## src/verilog/tzs_pkg.sv

```systemverilog
// constants and types for the zone status flag generator
// assumes a single 125 MHz clock shared with the backplane exchange logic
package tzs_pkg;

    // ------------------------------------------------------------------
    // exchange sizes
    // ------------------------------------------------------------------
    localparam int NUM_CHAN = 8;
    localparam int CHAN_BITS = 7;
    localparam int IMAGE_BITS = 64;
    localparam int CMD_BITS = 24;
    localparam int FEEDBACK_WORDS = 28;
    localparam int PARAM_WORDS = 3;
    localparam int WORD_BITS = 16;
    localparam int FEEDBACK_ERR_WORD = 28;

    // ------------------------------------------------------------------
    // field positions inside one channel group
    // ------------------------------------------------------------------
    localparam int FLD_UPPER_ALARM = 0;
    localparam int FLD_LOWER_ALARM = 1;
    localparam int FLD_UPPER_DEV = 2;
    localparam int FLD_LOWER_DEV = 3;
    localparam int FLD_SENSOR_FAULT_LOW = 4;
    localparam int FLD_OUT_SHORT = 5;
    localparam int FLD_ZONE_ERR = 6;

    // ------------------------------------------------------------------
    // image positions, index = documented bit number minus one
    // ------------------------------------------------------------------
    localparam int IMG_CHAN_BASE = 0;
    localparam int IMG_COMP_SENSOR = 56;
    localparam int IMG_SPARE_A = 57;
    localparam int IMG_AUTOTUNE = 58;
    localparam int IMG_CALIB = 59;
    localparam int IMG_HEARTBEAT = 60;
    localparam int IMG_SPARE_B = 61;
    localparam int IMG_SUPPLY_FAIL = 62;
    localparam int IMG_GEN_ERR = 63;
    localparam logic [63:0] STATUS_RESET = 64'h0;

    // ------------------------------------------------------------------
    // command bit positions, index = documented bit number minus one
    // ------------------------------------------------------------------
    localparam int CMD_AUTOTUNE_GO = 19;
    localparam int CMD_CAL_INHIBIT = 21;
    localparam int CMD_AUTOTUNE_CANCEL = 23;

    // ------------------------------------------------------------------
    // temperatures in tenths of a degree, signed
    // ------------------------------------------------------------------
    typedef logic signed [15:0] tzs_temp_t;
    localparam tzs_temp_t TEMP_MAX = 16'sh7FFF;
    localparam tzs_temp_t COMP_MIN_TENTHS = 16'sh0000;
    localparam tzs_temp_t COMP_MAX_TENTHS = 16'sh0258;
    localparam logic signed [16:0] CAL_DRIFT_TENTHS = 17'sh00020;

    // ------------------------------------------------------------------
    // sensor fault pair {zone, low}
    // ------------------------------------------------------------------
    localparam logic [1:0] FAULT_NONE = 2'h0;
    localparam logic [1:0] FAULT_OPEN = 2'h1;
    localparam logic [1:0] FAULT_REVERSED = 2'h3;

    // ------------------------------------------------------------------
    // timing
    // ------------------------------------------------------------------
    localparam int CLK_MHZ = 125;
    localparam int CAL_TIME_MS = 3000;
    localparam int CAL_CYCLES = CAL_TIME_MS * 1000 * CLK_MHZ;

    // pin bundle: shorts, opens, reversals, compensation fault, supply ok
    localparam int SYNC_BITS = 3 * NUM_CHAN + 2;

    typedef enum {CAL_IDLE, CAL_RUN} tzs_cal_state_t;

endpackage

```

## src/verilog/tzs_status_flags.sv

```systemverilog
// status image generator for an eight zone temperature module
// assumes field fault pins are asynchronous; host command, scan strobe,
// temperatures and thresholds come from logic on sys_clk
//
// Behaviour
// - seven bits per channel, channel one first
// - upper alarm when temperature above upper alarm
// - lower alarm when temperature below lower alarm
// - upper deviation when above deviation band top
// - lower deviation when below deviation band bottom
// - fault pair 00 none, 01 open, 11 reversed
// - output short flag follows driver short detect
// - bit 57 on compensation sensor short/open
// - bit 59 while autotuning, clears when reported
// - bit 60 during three second calibration, measurement frozen
// - command bit 22 blocks calibration entry
// - bit 61 heartbeat, module running normally
// - bit 63 when external supply missing
// - bit 64 on fault, code in word 28
// - higher priority errors mask lower ones
// - image exchanged with host every scan
// - calibrate when internal temperature drifts over 3.2
// - open sensor or bad compensation reports maximum
`timescale 1ns/1ps

module tzs_status_flags #(
    parameter int CAL_CYCLES_P = tzs_pkg::CAL_CYCLES // calibration length in clocks
) (
    input wire logic sys_clk, // 125 MHz
    input wire logic sys_rst, // synchronous, active high
    input wire logic scanStrobe, // one pulse per host scan
    input wire logic [tzs_pkg::CMD_BITS-1:0] cmdBits, // host command bits
    input wire tzs_pkg::tzs_temp_t chanTemp [tzs_pkg::NUM_CHAN], // measured temps
    input wire tzs_pkg::tzs_temp_t upperAlarm [tzs_pkg::NUM_CHAN], // alarm high limit
    input wire tzs_pkg::tzs_temp_t lowerAlarm [tzs_pkg::NUM_CHAN], // alarm low limit
    input wire tzs_pkg::tzs_temp_t upperDev [tzs_pkg::NUM_CHAN], // band top
    input wire tzs_pkg::tzs_temp_t lowerDev [tzs_pkg::NUM_CHAN], // band bottom
    input wire tzs_pkg::tzs_temp_t compTemp, // compensation temperature
    input wire tzs_pkg::tzs_temp_t internalTemp, // board temperature
    input wire logic [tzs_pkg::NUM_CHAN-1:0] outShortPin, // driver short, async
    input wire logic [tzs_pkg::NUM_CHAN-1:0] sensorOpenPin, // open sensor, async
    input wire logic [tzs_pkg::NUM_CHAN-1:0] sensorRevPin, // reversed sensor, async
    input wire logic compSensorFaultPin, // compensation short/open, async
    input wire logic supplyOkPin, // external supply present, async
    input wire logic hwFault, // hardware fault seen
    input wire logic paramError, // parameter out of range
    input wire logic [tzs_pkg::WORD_BITS-1:0] errCode, // detailed error code
    input wire logic tuneReportDone, // pulse: all tuned sets reported
    output logic [tzs_pkg::IMAGE_BITS-1:0] statusImage, // status image to host
    output tzs_pkg::tzs_temp_t chanTempReport [tzs_pkg::NUM_CHAN], // reported temps
    output logic [tzs_pkg::WORD_BITS-1:0] errorCodeWord // feedback word 28
);
    import tzs_pkg::*;

    // ------------------------------------------------------------------
    // pin synchronisers
    // ------------------------------------------------------------------
    logic [SYNC_BITS-1:0] pinMeta_reg;
    logic [SYNC_BITS-1:0] pinSync_reg;
    logic [SYNC_BITS-1:0] pinRaw;

    assign pinRaw = {supplyOkPin, compSensorFaultPin, sensorRevPin, sensorOpenPin, outShortPin};

    always_ff @(posedge sys_clk) begin
        if (sys_rst) begin
            pinMeta_reg <= '0;
            pinSync_reg <= '0;
        end else begin
            pinMeta_reg <= pinRaw;
            pinSync_reg <= pinMeta_reg;
        end
    end

    logic [NUM_CHAN-1:0] shortS;
    logic [NUM_CHAN-1:0] openS;
    logic [NUM_CHAN-1:0] revS;
    logic compFaultS;
    logic supplyFailS;

    assign shortS = pinSync_reg[NUM_CHAN-1:0];
    assign openS = pinSync_reg[2*NUM_CHAN-1:NUM_CHAN];
    assign revS = pinSync_reg[3*NUM_CHAN-1:2*NUM_CHAN];
    assign compFaultS = pinSync_reg[3*NUM_CHAN];
    assign supplyFailS = ~pinSync_reg[3*NUM_CHAN+1];

    // ------------------------------------------------------------------
    // compensation range
    // ------------------------------------------------------------------
    logic compRangeBad;

    assign compRangeBad = (compTemp < COMP_MIN_TENTHS) || (compTemp > COMP_MAX_TENTHS);

    // ------------------------------------------------------------------
    // per channel flag decode
    // ------------------------------------------------------------------
    // priority chain: supply, compensation range, sensor fault, upper alarm,
    // upper deviation, lower alarm, lower deviation; short is never masked
    function automatic logic [CHAN_BITS-1:0] chanFlags(
        input tzs_temp_t temp,
        input tzs_temp_t upAlm,
        input tzs_temp_t loAlm,
        input tzs_temp_t upBand,
        input tzs_temp_t loBand,
        input logic sensOpen,
        input logic sensRev,
        input logic outShort,
        input logic supplyFail,
        input logic compBad
    );
        logic [CHAN_BITS-1:0] f;
        logic [1:0] code;
        logic masked;
        logic upA;
        logic upD;
        logic loA;
        f = '0;
        code = sensRev ? FAULT_REVERSED : (sensOpen ? FAULT_OPEN : FAULT_NONE);
        masked = supplyFail | compBad;
        upA = temp > upAlm;
        upD = temp > upBand;
        loA = temp < loAlm;
        if (!masked) begin
            f[FLD_SENSOR_FAULT_LOW] = code[0];
            f[FLD_ZONE_ERR] = code[1];
            if (code == FAULT_NONE) begin
                f[FLD_UPPER_ALARM] = upA;
                f[FLD_UPPER_DEV] = upD && !upA;
                f[FLD_LOWER_ALARM] = loA && !upA && !upD;
                f[FLD_LOWER_DEV] = (temp < loBand) && !upA && !upD && !loA;
            end
        end
        f[FLD_OUT_SHORT] = outShort;
        return f;
    endfunction

    logic [NUM_CHAN*CHAN_BITS-1:0] chanField;

    genvar gi;
    generate
        for (gi = 0; gi < NUM_CHAN; gi++) begin : g_chan
            assign chanField[gi*CHAN_BITS +: CHAN_BITS] = chanFlags(
                chanTemp[gi], upperAlarm[gi], lowerAlarm[gi], upperDev[gi],
                lowerDev[gi], openS[gi], revS[gi], shortS[gi], supplyFailS,
                compRangeBad);
        end
    endgenerate

    // ------------------------------------------------------------------
    // calibration sequencing
    // ------------------------------------------------------------------
    tzs_cal_state_t calState_reg;
    tzs_cal_state_t calState_next;
    logic [31:0] calCount_reg;
    tzs_temp_t calRef_reg;
    logic calRefValid_reg;
    logic signed [16:0] drift;
    logic driftBig;
    logic calDone;

    assign drift = 17'(internalTemp) - 17'(calRef_reg);
    assign driftBig = calRefValid_reg
        && ((drift > CAL_DRIFT_TENTHS) || (drift < -CAL_DRIFT_TENTHS));
    assign calDone = calCount_reg == 32'(CAL_CYCLES_P - 1);

    always_comb begin
        calState_next = calState_reg;
        case (calState_reg)
            CAL_IDLE: begin
                if (driftBig && !cmdBits[CMD_CAL_INHIBIT]) begin
                    calState_next = CAL_RUN;
                end
            end
            CAL_RUN: begin
                if (calDone) begin
                    calState_next = CAL_IDLE;
                end
            end
            default: calState_next = CAL_IDLE;
        endcase
    end

    always_ff @(posedge sys_clk) begin
        if (sys_rst) begin
            calState_reg <= CAL_IDLE;
        end else begin
            calState_reg <= calState_next;
        end
    end

    always_ff @(posedge sys_clk) begin
        if (sys_rst || calState_reg != CAL_RUN) begin
            calCount_reg <= 32'h0;
        end else begin
            calCount_reg <= calCount_reg + 32'h1;
        end
    end

    // reference caught after reset release, then re-taken on each calibration
    always_ff @(posedge sys_clk) begin
        if (sys_rst) begin
            calRef_reg <= 16'sh0000;
            calRefValid_reg <= 1'b0;
        end else if (!calRefValid_reg || (calState_reg == CAL_RUN && calDone)) begin
            calRef_reg <= internalTemp;
            calRefValid_reg <= 1'b1;
        end
    end

    // ------------------------------------------------------------------
    // reported temperatures, frozen while calibrating
    // ------------------------------------------------------------------
    generate
        for (gi = 0; gi < NUM_CHAN; gi++) begin : g_temp
            always_ff @(posedge sys_clk) begin
                if (sys_rst) begin
                    chanTempReport[gi] <= 16'sh0000;
                end else if (calState_reg != CAL_RUN) begin
                    chanTempReport[gi] <= (openS[gi] || compRangeBad) ? TEMP_MAX
                                                                       : chanTemp[gi];
                end
            end
        end
    endgenerate

    // ------------------------------------------------------------------
    // autotuning flag
    // ------------------------------------------------------------------
    logic autoOn_reg;
    logic goPrev_reg;

    always_ff @(posedge sys_clk) begin
        if (sys_rst) begin
            goPrev_reg <= 1'b0;
        end else begin
            goPrev_reg <= cmdBits[CMD_AUTOTUNE_GO];
        end
    end

    // cancel beats a fresh request; a fresh request beats completion
    always_ff @(posedge sys_clk) begin
        if (sys_rst) begin
            autoOn_reg <= 1'b0;
        end else if (cmdBits[CMD_AUTOTUNE_CANCEL]) begin
            autoOn_reg <= 1'b0;
        end else if (cmdBits[CMD_AUTOTUNE_GO] && !goPrev_reg) begin
            autoOn_reg <= 1'b1;
        end else if (tuneReportDone || !cmdBits[CMD_AUTOTUNE_GO]) begin
            autoOn_reg <= 1'b0;
        end
    end

    // ------------------------------------------------------------------
    // image assembly, latched once per scan
    // ------------------------------------------------------------------
    logic [IMAGE_BITS-1:0] imageNext;
    logic genErr;

    assign genErr = hwFault | paramError;

    always_comb begin
        imageNext = STATUS_RESET;
        imageNext[IMG_CHAN_BASE +: NUM_CHAN*CHAN_BITS] = chanField;
        imageNext[IMG_COMP_SENSOR] = compFaultS;
        imageNext[IMG_SPARE_A] = 1'b0;
        imageNext[IMG_AUTOTUNE] = autoOn_reg;
        imageNext[IMG_CALIB] = calState_reg == CAL_RUN;
        imageNext[IMG_HEARTBEAT] = !genErr;
        imageNext[IMG_SPARE_B] = 1'b0;
        imageNext[IMG_SUPPLY_FAIL] = supplyFailS;
        imageNext[IMG_GEN_ERR] = genErr && !supplyFailS;
    end

    always_ff @(posedge sys_clk) begin
        if (sys_rst) begin
            statusImage <= STATUS_RESET;
        end else if (scanStrobe) begin
            statusImage <= imageNext;
        end
    end

    always_ff @(posedge sys_clk) begin
        if (sys_rst) begin
            errorCodeWord <= '0;
        end else if (scanStrobe) begin
            errorCodeWord <= genErr ? errCode : '0;
        end
    end

    // ------------------------------------------------------------------
    // checks
    // ------------------------------------------------------------------
    property p_spare;
        @(posedge sys_clk) disable iff (sys_rst)
        !statusImage[IMG_SPARE_A] && !statusImage[IMG_SPARE_B];
    endproperty
    a_spare: assert property (p_spare) else $error("spare image bit set");

    property p_supply_mask;
        @(posedge sys_clk) disable iff (sys_rst)
        scanStrobe && supplyFailS |=> statusImage[IMG_SUPPLY_FAIL] && !statusImage[0]
            && !statusImage[4] && !statusImage[IMG_GEN_ERR];
    endproperty
    a_supply_mask: assert property (p_supply_mask) else $error("supply fail not masking");

    property p_upper_alarm;
        @(posedge sys_clk) disable iff (sys_rst)
        scanStrobe && !supplyFailS && !compRangeBad && !openS[0] && !revS[0]
            && (chanTemp[0] > upperAlarm[0]) |=> statusImage[0] && !statusImage[1];
    endproperty
    a_upper_alarm: assert property (p_upper_alarm) else $error("upper alarm wrong");

    property p_lower_alarm;
        @(posedge sys_clk) disable iff (sys_rst)
        scanStrobe && !supplyFailS && !compRangeBad && !openS[7] && !revS[7]
            && (chanTemp[7] < lowerAlarm[7]) && (chanTemp[7] <= upperAlarm[7])
            && (chanTemp[7] <= upperDev[7]) |=> statusImage[50] && !statusImage[52];
    endproperty
    a_lower_alarm: assert property (p_lower_alarm) else $error("lower alarm wrong");

    property p_reversed;
        @(posedge sys_clk) disable iff (sys_rst)
        scanStrobe && !supplyFailS && !compRangeBad && revS[1]
            |=> statusImage[11] && statusImage[13] && !statusImage[7];
    endproperty
    a_reversed: assert property (p_reversed) else $error("reversed code wrong");

    property p_short;
        @(posedge sys_clk) disable iff (sys_rst)
        scanStrobe && shortS[2] |=> statusImage[19];
    endproperty
    a_short: assert property (p_short) else $error("short flag missing");

    property p_cal_inhibit;
        @(posedge sys_clk) disable iff (sys_rst)
        calState_reg == CAL_IDLE && cmdBits[CMD_CAL_INHIBIT] |=> calState_reg == CAL_IDLE;
    endproperty
    a_cal_inhibit: assert property (p_cal_inhibit) else $error("calibration entered");

    property p_cal_freeze;
        @(posedge sys_clk) disable iff (sys_rst)
        calState_reg == CAL_RUN ##1 calState_reg == CAL_RUN
            |-> chanTempReport[0] == $past(chanTempReport[0]);
    endproperty
    a_cal_freeze: assert property (p_cal_freeze) else $error("temp moved in calibration");

    property p_tune_cancel;
        @(posedge sys_clk) disable iff (sys_rst)
        // image bit only refreshes on an edge that saw a strobe
        cmdBits[CMD_AUTOTUNE_CANCEL]
            |=> !autoOn_reg ##1 (!$past(scanStrobe) || !statusImage[IMG_AUTOTUNE]);
    endproperty
    a_tune_cancel: assert property (p_tune_cancel) else $error("autotune not cancelled");

    property p_open_max;
        @(posedge sys_clk) disable iff (sys_rst)
        calState_reg != CAL_RUN && openS[3] |=> chanTempReport[3] == TEMP_MAX;
    endproperty
    a_open_max: assert property (p_open_max) else $error("open sensor not at max");

    property p_err_word;
        @(posedge sys_clk) disable iff (sys_rst)
        scanStrobe && hwFault
            |=> errorCodeWord == $past(errCode) && statusImage[IMG_HEARTBEAT] == 1'b0;
    endproperty
    a_err_word: assert property (p_err_word) else $error("error word not captured");

endmodule // tzs_status_flags

```

## config.mk

```make
export PLATFORM = sky130hd
export DESIGN_NAME = tzs_status_flags
export DESIGN_NICKNAME = d
export VERILOG_FILES = /design/src/verilog/tzs_pkg.sv /design/src/verilog/tzs_status_flags.sv
export SDC_FILE = /design/constraint.sdc
export NUM_CORES = 1
export LEC_CHECK = 0
export ABC_AREA = 1
export BUFFER_PORTS_ARGS = -buffer_cell sky130_fd_sc_hd__buf_4
export CAP_MARGIN = 5
export CORE_AREA = 2 2 372 374
export CTS_BUF_LIST = sky130_fd_sc_hd__clkbuf_2
export DETAILED_ROUTE_END_ITERATION = 10
export DIE_AREA = 0 0 374 376
export PLACE_DENSITY = 0.45
export SYNTH_ARGS = -nofsm -noshare
export SYNTH_HDL_FRONTEND = slang
export SYNTH_SLANG_ARGS = --single-unit
```

## constraint.sdc

```tcl
create_clock -name sys_clk -period 3.15 [get_ports sys_clk]
set_input_delay 0.63 -clock sys_clk [delete_from_list [all_inputs] [get_ports sys_clk]]
set_output_delay 0.63 -clock sys_clk [all_outputs]
set_load 0.01 [all_outputs]
```

# Word level (Yosys, flattened, before mapping)
# Cells that the tools add are included.
# word_totals
ram_bits	0
latch_bits	0
romBits	0
in_bits	744
word_cells	226
n_memories	0
ff_bits	341
output_inout_bits	208
# classes
n_lt_le_gt_ge	36
n_reduce_logical	107
eq_ne	6
n_mux	54
n_div	0
n_bitwise	3
multipliers	0
shift	0
add_sub_neg	2
# ops
op	count
16-bit greater-than comparator	16
16-bit less-than comparator	16
16-bit two-way mux	9
32-bit two-way mux	2
32-bit one-hot mux with 2 select lines	1
1-bit logical AND	53
5-bit two-way mux	8
32-bit by 1-bit adder with 32-bit output (second input constant)	1
32-bit by 1-bit equality test with 1-bit output (second input constant)	1
32-bit by 2-bit equality test with 1-bit output (second input constant)	1
32-bit by 29-bit equality test with 1-bit output (second input constant)	1
32-bit logical NOT	1
4-bit two-way mux	8
32-bit by 2-bit inequality test with 1-bit output (second input constant)	1
1-bit logical NOT	29
1-bit two-way mux	18
17-bit by 7-bit greater-than comparator with 1-bit output (second input constant)	1
17-bit by 6-bit less-than comparator with 1-bit output (second input constant)	1
16-bit by 16-bit subtractor with 17-bit output	1
16-bit by 11-bit greater-than comparator with 1-bit output (second input constant)	1
2-bit logical NOT	8
16-bit by 1-bit less-than comparator with 1-bit output (second input constant)	1
2-bit two-way mux	8
1-bit logical OR	13
6 further kinds	8

# Depth between registers and ports, before layout
# Gate-level depths: netlist (run 1).
# depth
ltp_word	7
ltp_mapped	17
mapped_depth_nobuf	17

# Worst setup path after synthesis (run 1)
# Ideal clock, no wire load.
# synth_path
kind	input port to flip-flop
from	input port internalTemp[0]
to	register calState_reg[0]
setup_ns	0.128
slack_ns	0.834
t_arrival_ns	2.187
stages	17
required_time_ns	3.022
path_buffers	0
path_cell_list	inv_1 > ha_1 > fa_1 > inv_1 > nand3_1 > nand2_1 > nand2_1 > nand2_1 > nand2_1 > nand2_1 > nand2_1 > nor2_1 > nand2_1 > nor2_1 > nand3_1 > nand3_1 > a21oi_1
# synth_between
elab_chain_len	7
elab_cells_between_ends	8
cone_classes	add/sub: 1; order compare: 2; eq/ne: 1; reduce/logical: 4
# synth_lines
element	line	text
start: declaration	tzs_status_flags.sv:39	input wire tzs_pkg::tzs_temp_t internalTemp,
16-bit by 16-bit subtractor with 17-bit output *	tzs_status_flags.sv:160	assign drift = 17'(internalTemp) - 17'(calRef_reg);
17-bit by 7-bit greater-than comparator with 1-bit output or 17-bit by 6-bit less-than comparator with 1-bit output (tied branches)	tzs_status_flags.sv:162	&& ((drift > CAL_DRIFT_TENTHS) || (drift < -CAL_DRIFT_TENTHS));
1-bit logical OR *	tzs_status_flags.sv:162	
1-bit logical AND *	tzs_status_flags.sv:162	
1-bit logical AND *	tzs_status_flags.sv:169	if (driftBig && !cmdBits[CMD_CAL_INHIBIT]) begin
2-bit inequality test (no line) *	-	
2-bit AND reduction (no line) *	-	
end signal: assignment	tzs_status_flags.sv:186	calState_reg <= calState_next;
end: declaration	tzs_status_flags.sv:151	tzs_cal_state_t calState_reg;
# Mark *: on every way between the ends. The rest lies on a longest branch, timed or not.
# A chain may end at the register's enable or synchronous reset.

# Worst setup path after layout (run 1)
# layout_path
from	input port chanTemp[80] (netlist bit)
to	register statusImage[14] (netlist bit)
# layout_between
elab_chain_len	3
# layout_lines
element	line	text
start: declaration	tzs_status_flags.sv:33	input wire tzs_pkg::tzs_temp_t chanTemp [tzs_pkg::NUM_CHAN],
16-bit greater-than comparator	tzs_status_flags.sv:119	upA = temp > upAlm;
4-bit two-way mux	tzs_status_flags.sv:125	if (code == FAULT_NONE) begin
5-bit two-way mux	tzs_status_flags.sv:122	if (!masked) begin
end signal: assignment	tzs_status_flags.sv:277	statusImage <= imageNext;
end: declaration	tzs_status_flags.sv:49	output logic [tzs_pkg::IMAGE_BITS-1:0] statusImage,
# No other way between the ends.

==> summary.md, run 1 <==
| Metric | Value |
|---|---|
| Seq/Total Area, Yosys | `24.1%` |
| GR Layer Usage met2 | `31.2%` |
| Worst Tran Pin Value | `819 ps` |
| Mapped Area | `25,800 um^2` |
| Max reg flops | `128` |
| RSZ-0062 raised after global routing | `yes` |
| Die Height | `376 um` |
| Asr flop ratio synth | `0%` |
| Crit path kind | `input pin to flip-flop` |
| DR vias | `30,000` |
| Top cell type's share of synthesized area | `24.9%` |
| Total core area | `137,000 um^2` |
| Crit. End Element | `flip-flop` |
| Number of synthesized register bits | `310` |
| Initial drt markers | `1,110` |
| Slowest CP cell | `dlygate4sd3_1` |
| Number of remaining DRC errors | `0` |
| Clk sink count | `310` |
| Synth top area cells | `ha_1 25%, dfxtp_1 24%, inv_1 13%` |
| Crit path top cell by count | `dlygate4sd3_1` |
| Worst Slack Setup Final | `-98.5 ps` |
| Final number of max-transition violations | `0` |
| Post-layout minimum cycle time | `3250 ps` |
| Area occupied by multi-input gates | `15,900 um^2` |
| Die Width | `374 um` |
| CP Cell Sequence | `dlygate4sd3_1 > buf_4 > clkinvlp_4 > ha_1 > nand2_1 > dlygate4sd3_1 > nor2_1 > dlygate4sd3_1 > nand3_1 > dlygate4sd3_1 > nand4_1 > dlygate4sd3_1 > a21oi_1` |
| Clock transition at path regs | `90 ps` |
| Post-layout nets | `6,610` |
| EDFF count, synth | `0` |
| Worst VDD drop | `0.235 mV` |
| M1 GR Usage | `20.8%` |
| Top Usage Layer GRT | `met2` |
| R2R setup slack | `200 ps` |
| Crit-path max FO | `4` |
| Hold Crit Class | `input pin to flip-flop` |
| First-pass GRT wire length | `189,000 um` |
| Crit-path max cell delay | `620 ps` |
| Power per Cell Area | `287 nW/um^2` |
| GR Layer Usage met3 | `5.23%` |
| H-tree depth | `3` |
| Largest net degree at the start of global routing | `76` |
| GPL Wtd Cong | `0.889` |
| Drt wl/cell | `17.7 um` |
| Gr usage total | `17.9%` |
| Switch Pwr | `4480 uW` |
| Synth area leader | `ha_1` |
| WP buf/inv | `7` |
| # setup viols final | `6` |
| Static Leak | `0.0225 uW` |
| Synth Area per Inst | `6.79 um^2` |
| Initial core utilization | `18.9%` |
| Pre-antenna DRT Iters | `5` |
| Max Fclk | `308 MHz` |
| Port bufs | `928` |
| Synth warn | `0` |
| Failing checks | `setup timing` |
| Sequential share of power | `35.5%` |
| Max-Cap Viols | `0` |
| Vias per cell | `4.14` |
| Gr ovfl total | `0` |
| Switch share | `37.4%` |
| Clk pwr share | `28.1%` |
| HPWL Detailed | `103,000 um` |
| CTS tree | `yes` |
| Int Pwr | `7490 uW` |
| Detail Route Antenna Nets | `0` |
| Logic pwr share | `36.4%` |
| Most frequent cell after synthesis | `inv_1` |
| Synth-to-layout area growth | `61.6%` |
| Synth cell types | `49` |
| Register Area | `6210 um^2` |
| Antenna violations before repair | `14` |
| Final core occ | `30.5%` |
| Vias in the first global route | `30,900` |
| Period utilization | `103%` |
| Clock buffer count from CTS | `100` |
| Die area | `141,000 um^2` |
| Synth Instances | `3,797` |
| Crit path DAT | `4460 ps` |
| Rows | `136` |
| Status | `finished with violations` |
| Skew final | `102 ps` |
| Final hold vios | `0` |
| Crit path max-delay family | `buffers and inverters` |
| Ys flop type | `dfxtp_1` |
| Top post-synthesis cells by count | `915 x inv_1, 678 x nand2_1, 513 x ha_1, 330 x a21oi_1, 310 x dfxtp_1` |
| Fill count | `15,100` |
| CTS root buf | `clkbuf_2` |
| DRT Wirelength | `128,000 um` |
| IO Pins | `952` |
| Layout cells sized above 1 | `21.3%` |
| WP data required | `4360 ps` |
| Maximum clock path buffer count | `3` |
| Crit path launch type | `input pin` |
| Latest clock arrival within the worst-skew pair | `1350 ps` |
| Slew headroom | `45.3%` |
| Fin Setup TNS | `-283 ps` |
final timing paths:
| check | startpoint | cells past startpoint | endpoint |
|---|---|---|---|
| setup reg to reg | pinSync_reg[25] | 10 | statusImage[28] |
| hold / removal | compTemp[12] | 8 | chanTempReport[48] |
| hold reg to reg | pinMeta_reg[16] | 2 | pinSync_reg[16] |
| setup / recovery | chanTemp[80] | 13 | statusImage[14] |
worst register-to-register path: stages, from the launching register on:
cell	delay, ps
dfxtp_1	320
nand2_1	60
inv_2	130
nand3_2	80
dlygate4sd3_1	580
buf_4	190
nor2_2	150
nand4_1	100
dlygate4sd3_1	570
a21oi_1	120
dlygate4sd3_1	550
placed cells by master (no fill, tap or decap), types with 4 or more instances in the layout:
cell type	Yosys	final
a211oi_1	11	8
a21boi_0	87	87
a21boi_1	11	11
a21o_1	4	4
a21oi_1	330	330
a22oi_1	4	4
a2bb2oi_1	14	14
buf_12	0	5
buf_4	2	954
clkbuf_2	2	133
clkinv_1	0	31
clkinv_2	0	5
clkinvlp_4	0	4
dfxtp_1	310	310
diode_2	0	12
dlygate4sd3_1	0	566
ha_1	513	512
inv_1	915	908
inv_2	2	6
nand2_1	678	678
nand3_1	123	122
nand3b_1	20	20
nand4_1	45	45
nor2_1	277	269
nor2_2	6	11
nor3_1	57	56
nor4_1	10	9
o21a_1	20	19
o21ai_0	225	220
o21ai_1	12	15
o221ai_1	4	4
or2_1	5	5
or2_2	6	6
power by group through the flow:
stage          sequential [uW]  combinational [uW]  clock, uW
2_1_floorplan             4380                1770          0
3_3_place_gp              4330                3690          0
3_5_place_dp              4330                3750          0
4_1_cts                   4250                4380       3620
5_1_grt                   4270                4920       3810
6_report                  4240                4350       3370
cell type report:
class                      instances  share of cell area [%]
multi-input combinational       2495                    38.2
timing repair buffer            1528                    31.1
sequential                       310                    14.9
tap                             1794                    5.39
clock buffer                     133                    1.60
clock inverter                    42                   0.451
antenna                           12                  0.0721
inverter                         917                    8.30
logic make-up (layout without fill, tap and decap cells):
family          after synthesis  after routing  synth area share, %
xor+xnor                      2              2               0.0680
buf+inv                     993           2620                 14.6
other cells                   1             14               0.0146
simple gates               1243           1243                 20.3
flops                       310            310                 24.1
compound gates              734            734                 16.0
fa+ha+maj                   514            514                 25.0
timing repair:
item | in CTS | in global routing
resized for setup | 0 | 25
hold buffers | 569 | 1
endpoints found under the hold margin | 293 | 2
setup endpoints to repair | 0 | 16
setup buffers | 0 | 4
metrics by stage:
stage / instances / power [uW] / hold slack, ps / instance area [um^2] / setup WS [ps]
6_report: 7231 / 12000 / 165 / 41600 / -98.5
5_1_grt: 7230 / 13000 / -40.1 / 41600 / 22.6
4_1_cts: 7218 / 12200 / 1.01 / 41500 / 7.82
3_5_place_dp: 6474 / 8080 / 394 / 35000 / 191
3_3_place_gp: 6474 / 8020 / 392 / 35000 / 229
2_1_floorplan: 3798 / 6150 / 388 / 25800 / 834
per-layer routing:
metal	up-vias	routed length [um]
met5	-	30
met4	4	4220
met3	194	8520
met2	754	61300
met1	13700	53800
li1	15300	-
No activity file was read; power rests on OpenSTA's default activity.
==> run 2: changes to the inputs <==
CORE_AREA = 3 3 373 375   (was 2 2 372 374)
DIE_AREA = 0 0 376 378   (was 0 0 374 376)
==> run 2 against run 1 <==
- the run still ends with setup timing left
- hold slack improved by 100 ps
- clock power rose by 4%
- sequential power barely moved
- largest power group unchanged
- global-route usage fell by 0.18 points
- non-clock buffer count rose by 55
- register-to-register slack improved by 30 ps
- design area rose by 1.3%
- first-iteration DRC count fell by 10%
- sequential cell count did not move
- clock skew rose by 13 ps
==> summary.md, run 2 (synthesis gave the netlist of run 1 again) <==
| Metric | Value |
|---|---|
| Status | `finished with violations` |
| Failing checks | `setup timing` |
| Max-Cap Viols | `0` |
| Worst Slack Setup Final | `-169 ps` |
| Crit path kind | `input pin to flip-flop` |
| Port bufs | `928` |
| Crit path DAT | `4450 ps` |
| Clk pwr share | `28.8%` |
| Worst Tran Pin Value | `922 ps` |
| Slew headroom | `38.5%` |
| Switch Pwr | `4510 uW` |
| Post-layout nets | `6,672` |
| Sequential share of power | `34.9%` |
| GPL Wtd Cong | `0.882` |
| Crit-path max FO | `5` |
| Gr usage total | `17.7%` |
| Layout cells sized above 1 | `21.1%` |
| Initial drt markers | `995` |
| CTS root buf | `clkbuf_2` |
| Post-layout minimum cycle time | `3320 ps` |
| First-pass GRT wire length | `188,000 um` |
| CTS tree | `yes` |
| Die Width | `376 um` |
| Clock buffer count from CTS | `107` |
| Period utilization | `105%` |
| IO Pins | `952` |
| H-tree depth | `3` |
| Vias per cell | `4.16` |
| Total Power | `12,200 uW` |
| Total core area | `136,000 um^2` |
| Post-route cell area | `42,200 um^2` |
| Number of remaining DRC errors | `0` |
| Logic pwr share | `36.3%` |
| Drt wl/cell | `17.9 um` |
| Clock transition at path regs | `90 ps` |
| Hold Crit Class | `input pin to flip-flop` |
| Initial core utilization | `19.0%` |
| Crit path launch type | `input pin` |
| Power per Cell Area | `288 nW/um^2` |
| Die area | `142,000 um^2` |
| Max Fclk | `301 MHz` |
| Gr ovfl total | `0` |
| Fin Setup TNS | `-1530 ps` |
| DRT Wirelength | `131,000 um` |
| HPWL Detailed | `105,000 um` |
| Maximum clock path buffer count | `3` |
| Crit. End Element | `flip-flop` |
| Largest net degree at the start of global routing | `68` |
| Post-placement cell area | `35,000 um^2` |
| # setup viols final | `18` |
| Detail Route Antenna Nets | `0` |
| Rows | `135` |
| Worst VDD drop | `0.220 mV` |
| Antenna violations before repair | `31` |
| Synth-to-layout area growth | `63.8%` |
| RSZ-0062 raised after global routing | `no` |
| Max reg flops | `128` |
| Pre-antenna DRT Iters | `4` |
| Clk sink count | `310` |
| Most common cell after layout, fill and taps aside | `buf_4` |
| Int Pwr | `7650 uW` |
| Static Leak | `0.0228 uW` |
| WP data required | `4280 ps` |
| Skew final | `115 ps` |
| DR vias | `30,400` |
| Vias in the first global route | `31,000` |
| Die Height | `378 um` |
| Latest clock arrival within the worst-skew pair | `1260 ps` |
| Switch share | `37.1%` |
| Final hold vios | `0` |
| Final number of max-transition violations | `0` |
| Most frequent cells in the layout | `959 x buf_4, 910 x inv_1, 678 x nand2_1` |
| Fill count | `14,900` |
-- run 2: routing by layer --
layer / vias to the layer above / share of wire [%] / routed length, um / global-route usage, %
met5: - / 0.070 / 91 / 0
met4: 14 / 3.9 / 5120 / 6.70
met1: 13800 / 41 / 53900 / 20.5
met3: 243 / 7.1 / 9300 / 5.20
li1: 15500 / - / - / -
met2: 825 / 48 / 62200 / 30.7
-- run 2: critical path: stages --
cell and delay (ps):
dlygate4sd3_1 550, buf_4 180, ha_1 290, a21oi_1 320
o21a_1 170, o21ai_0 110, nand2_1 100, nand2_1 50
nand2_1 60, dlygate4sd3_1 550, nand2_1 50, dlygate4sd3_1 560
inv_1 60, nand3_1 70, dlygate4sd3_1 570, a21oi_1 110
-- run 2: what timing repair did --
item                                    in CTS  in global routing
resized for setup                            0                 18
endpoints found under the hold margin      308                  0
setup buffers                                0                  4
endpoints found under the setup margin       0                 12
hold buffers                               623                  0
-- run 2: metrics by stage --
step | std cells | hold WS (ps) | setup slack (ps) | utilization (%)
floorplan | 3798 | 388 | 834 | -
global placement | 6462 | 389 | 243 | 25.8
detailed placement | 6462 | 393 | 185 | 25.8
CTS | 7271 | 2.09 | 20.7 | 31.0
global route | 7287 | 41.9 | 30.9 | 31.1
finish | 7294 | 265 | -169 | 31.1
-- run 2: cell type report --
class	instances	area, um^2	share of cell area [%]
Sequential cell	310	6210	14.7
Tap cell	1781	2230	5.28
Clock buffer	150	751	1.78
Timing Repair Buffer	1583	13500	31.9
Clock inverter	36	150	0.356
Multi-Input combinational cell	2495	15900	37.6
Inverter	917	3450	8.18
Antenna cell	22	55.1	0.130
-- run 2: power groups by stage --
stage               registers (uW)  logic, uW  clock network (uW)
CTS                           4250       4440                3840
floorplan                     4380       1770                   0
finish                        4250       4410                3500
global placement              4340       3680                   0
global route                  4280       4970                4000
detailed placement            4340       3730                   0
-- run 2: path summary, 6_finish.rpt --
kind	start	end	slack [ps]	cells after the start
setup / recovery	chanTemp[17]	statusImage[45]	-170	16
hold / removal	compTemp[12]	chanTempReport[63]	260	6
setup reg to reg	calState_reg[0]	chanTempReport[107]	230	7
hold reg to reg	pinMeta_reg[5]	pinSync_reg[5]	320	2
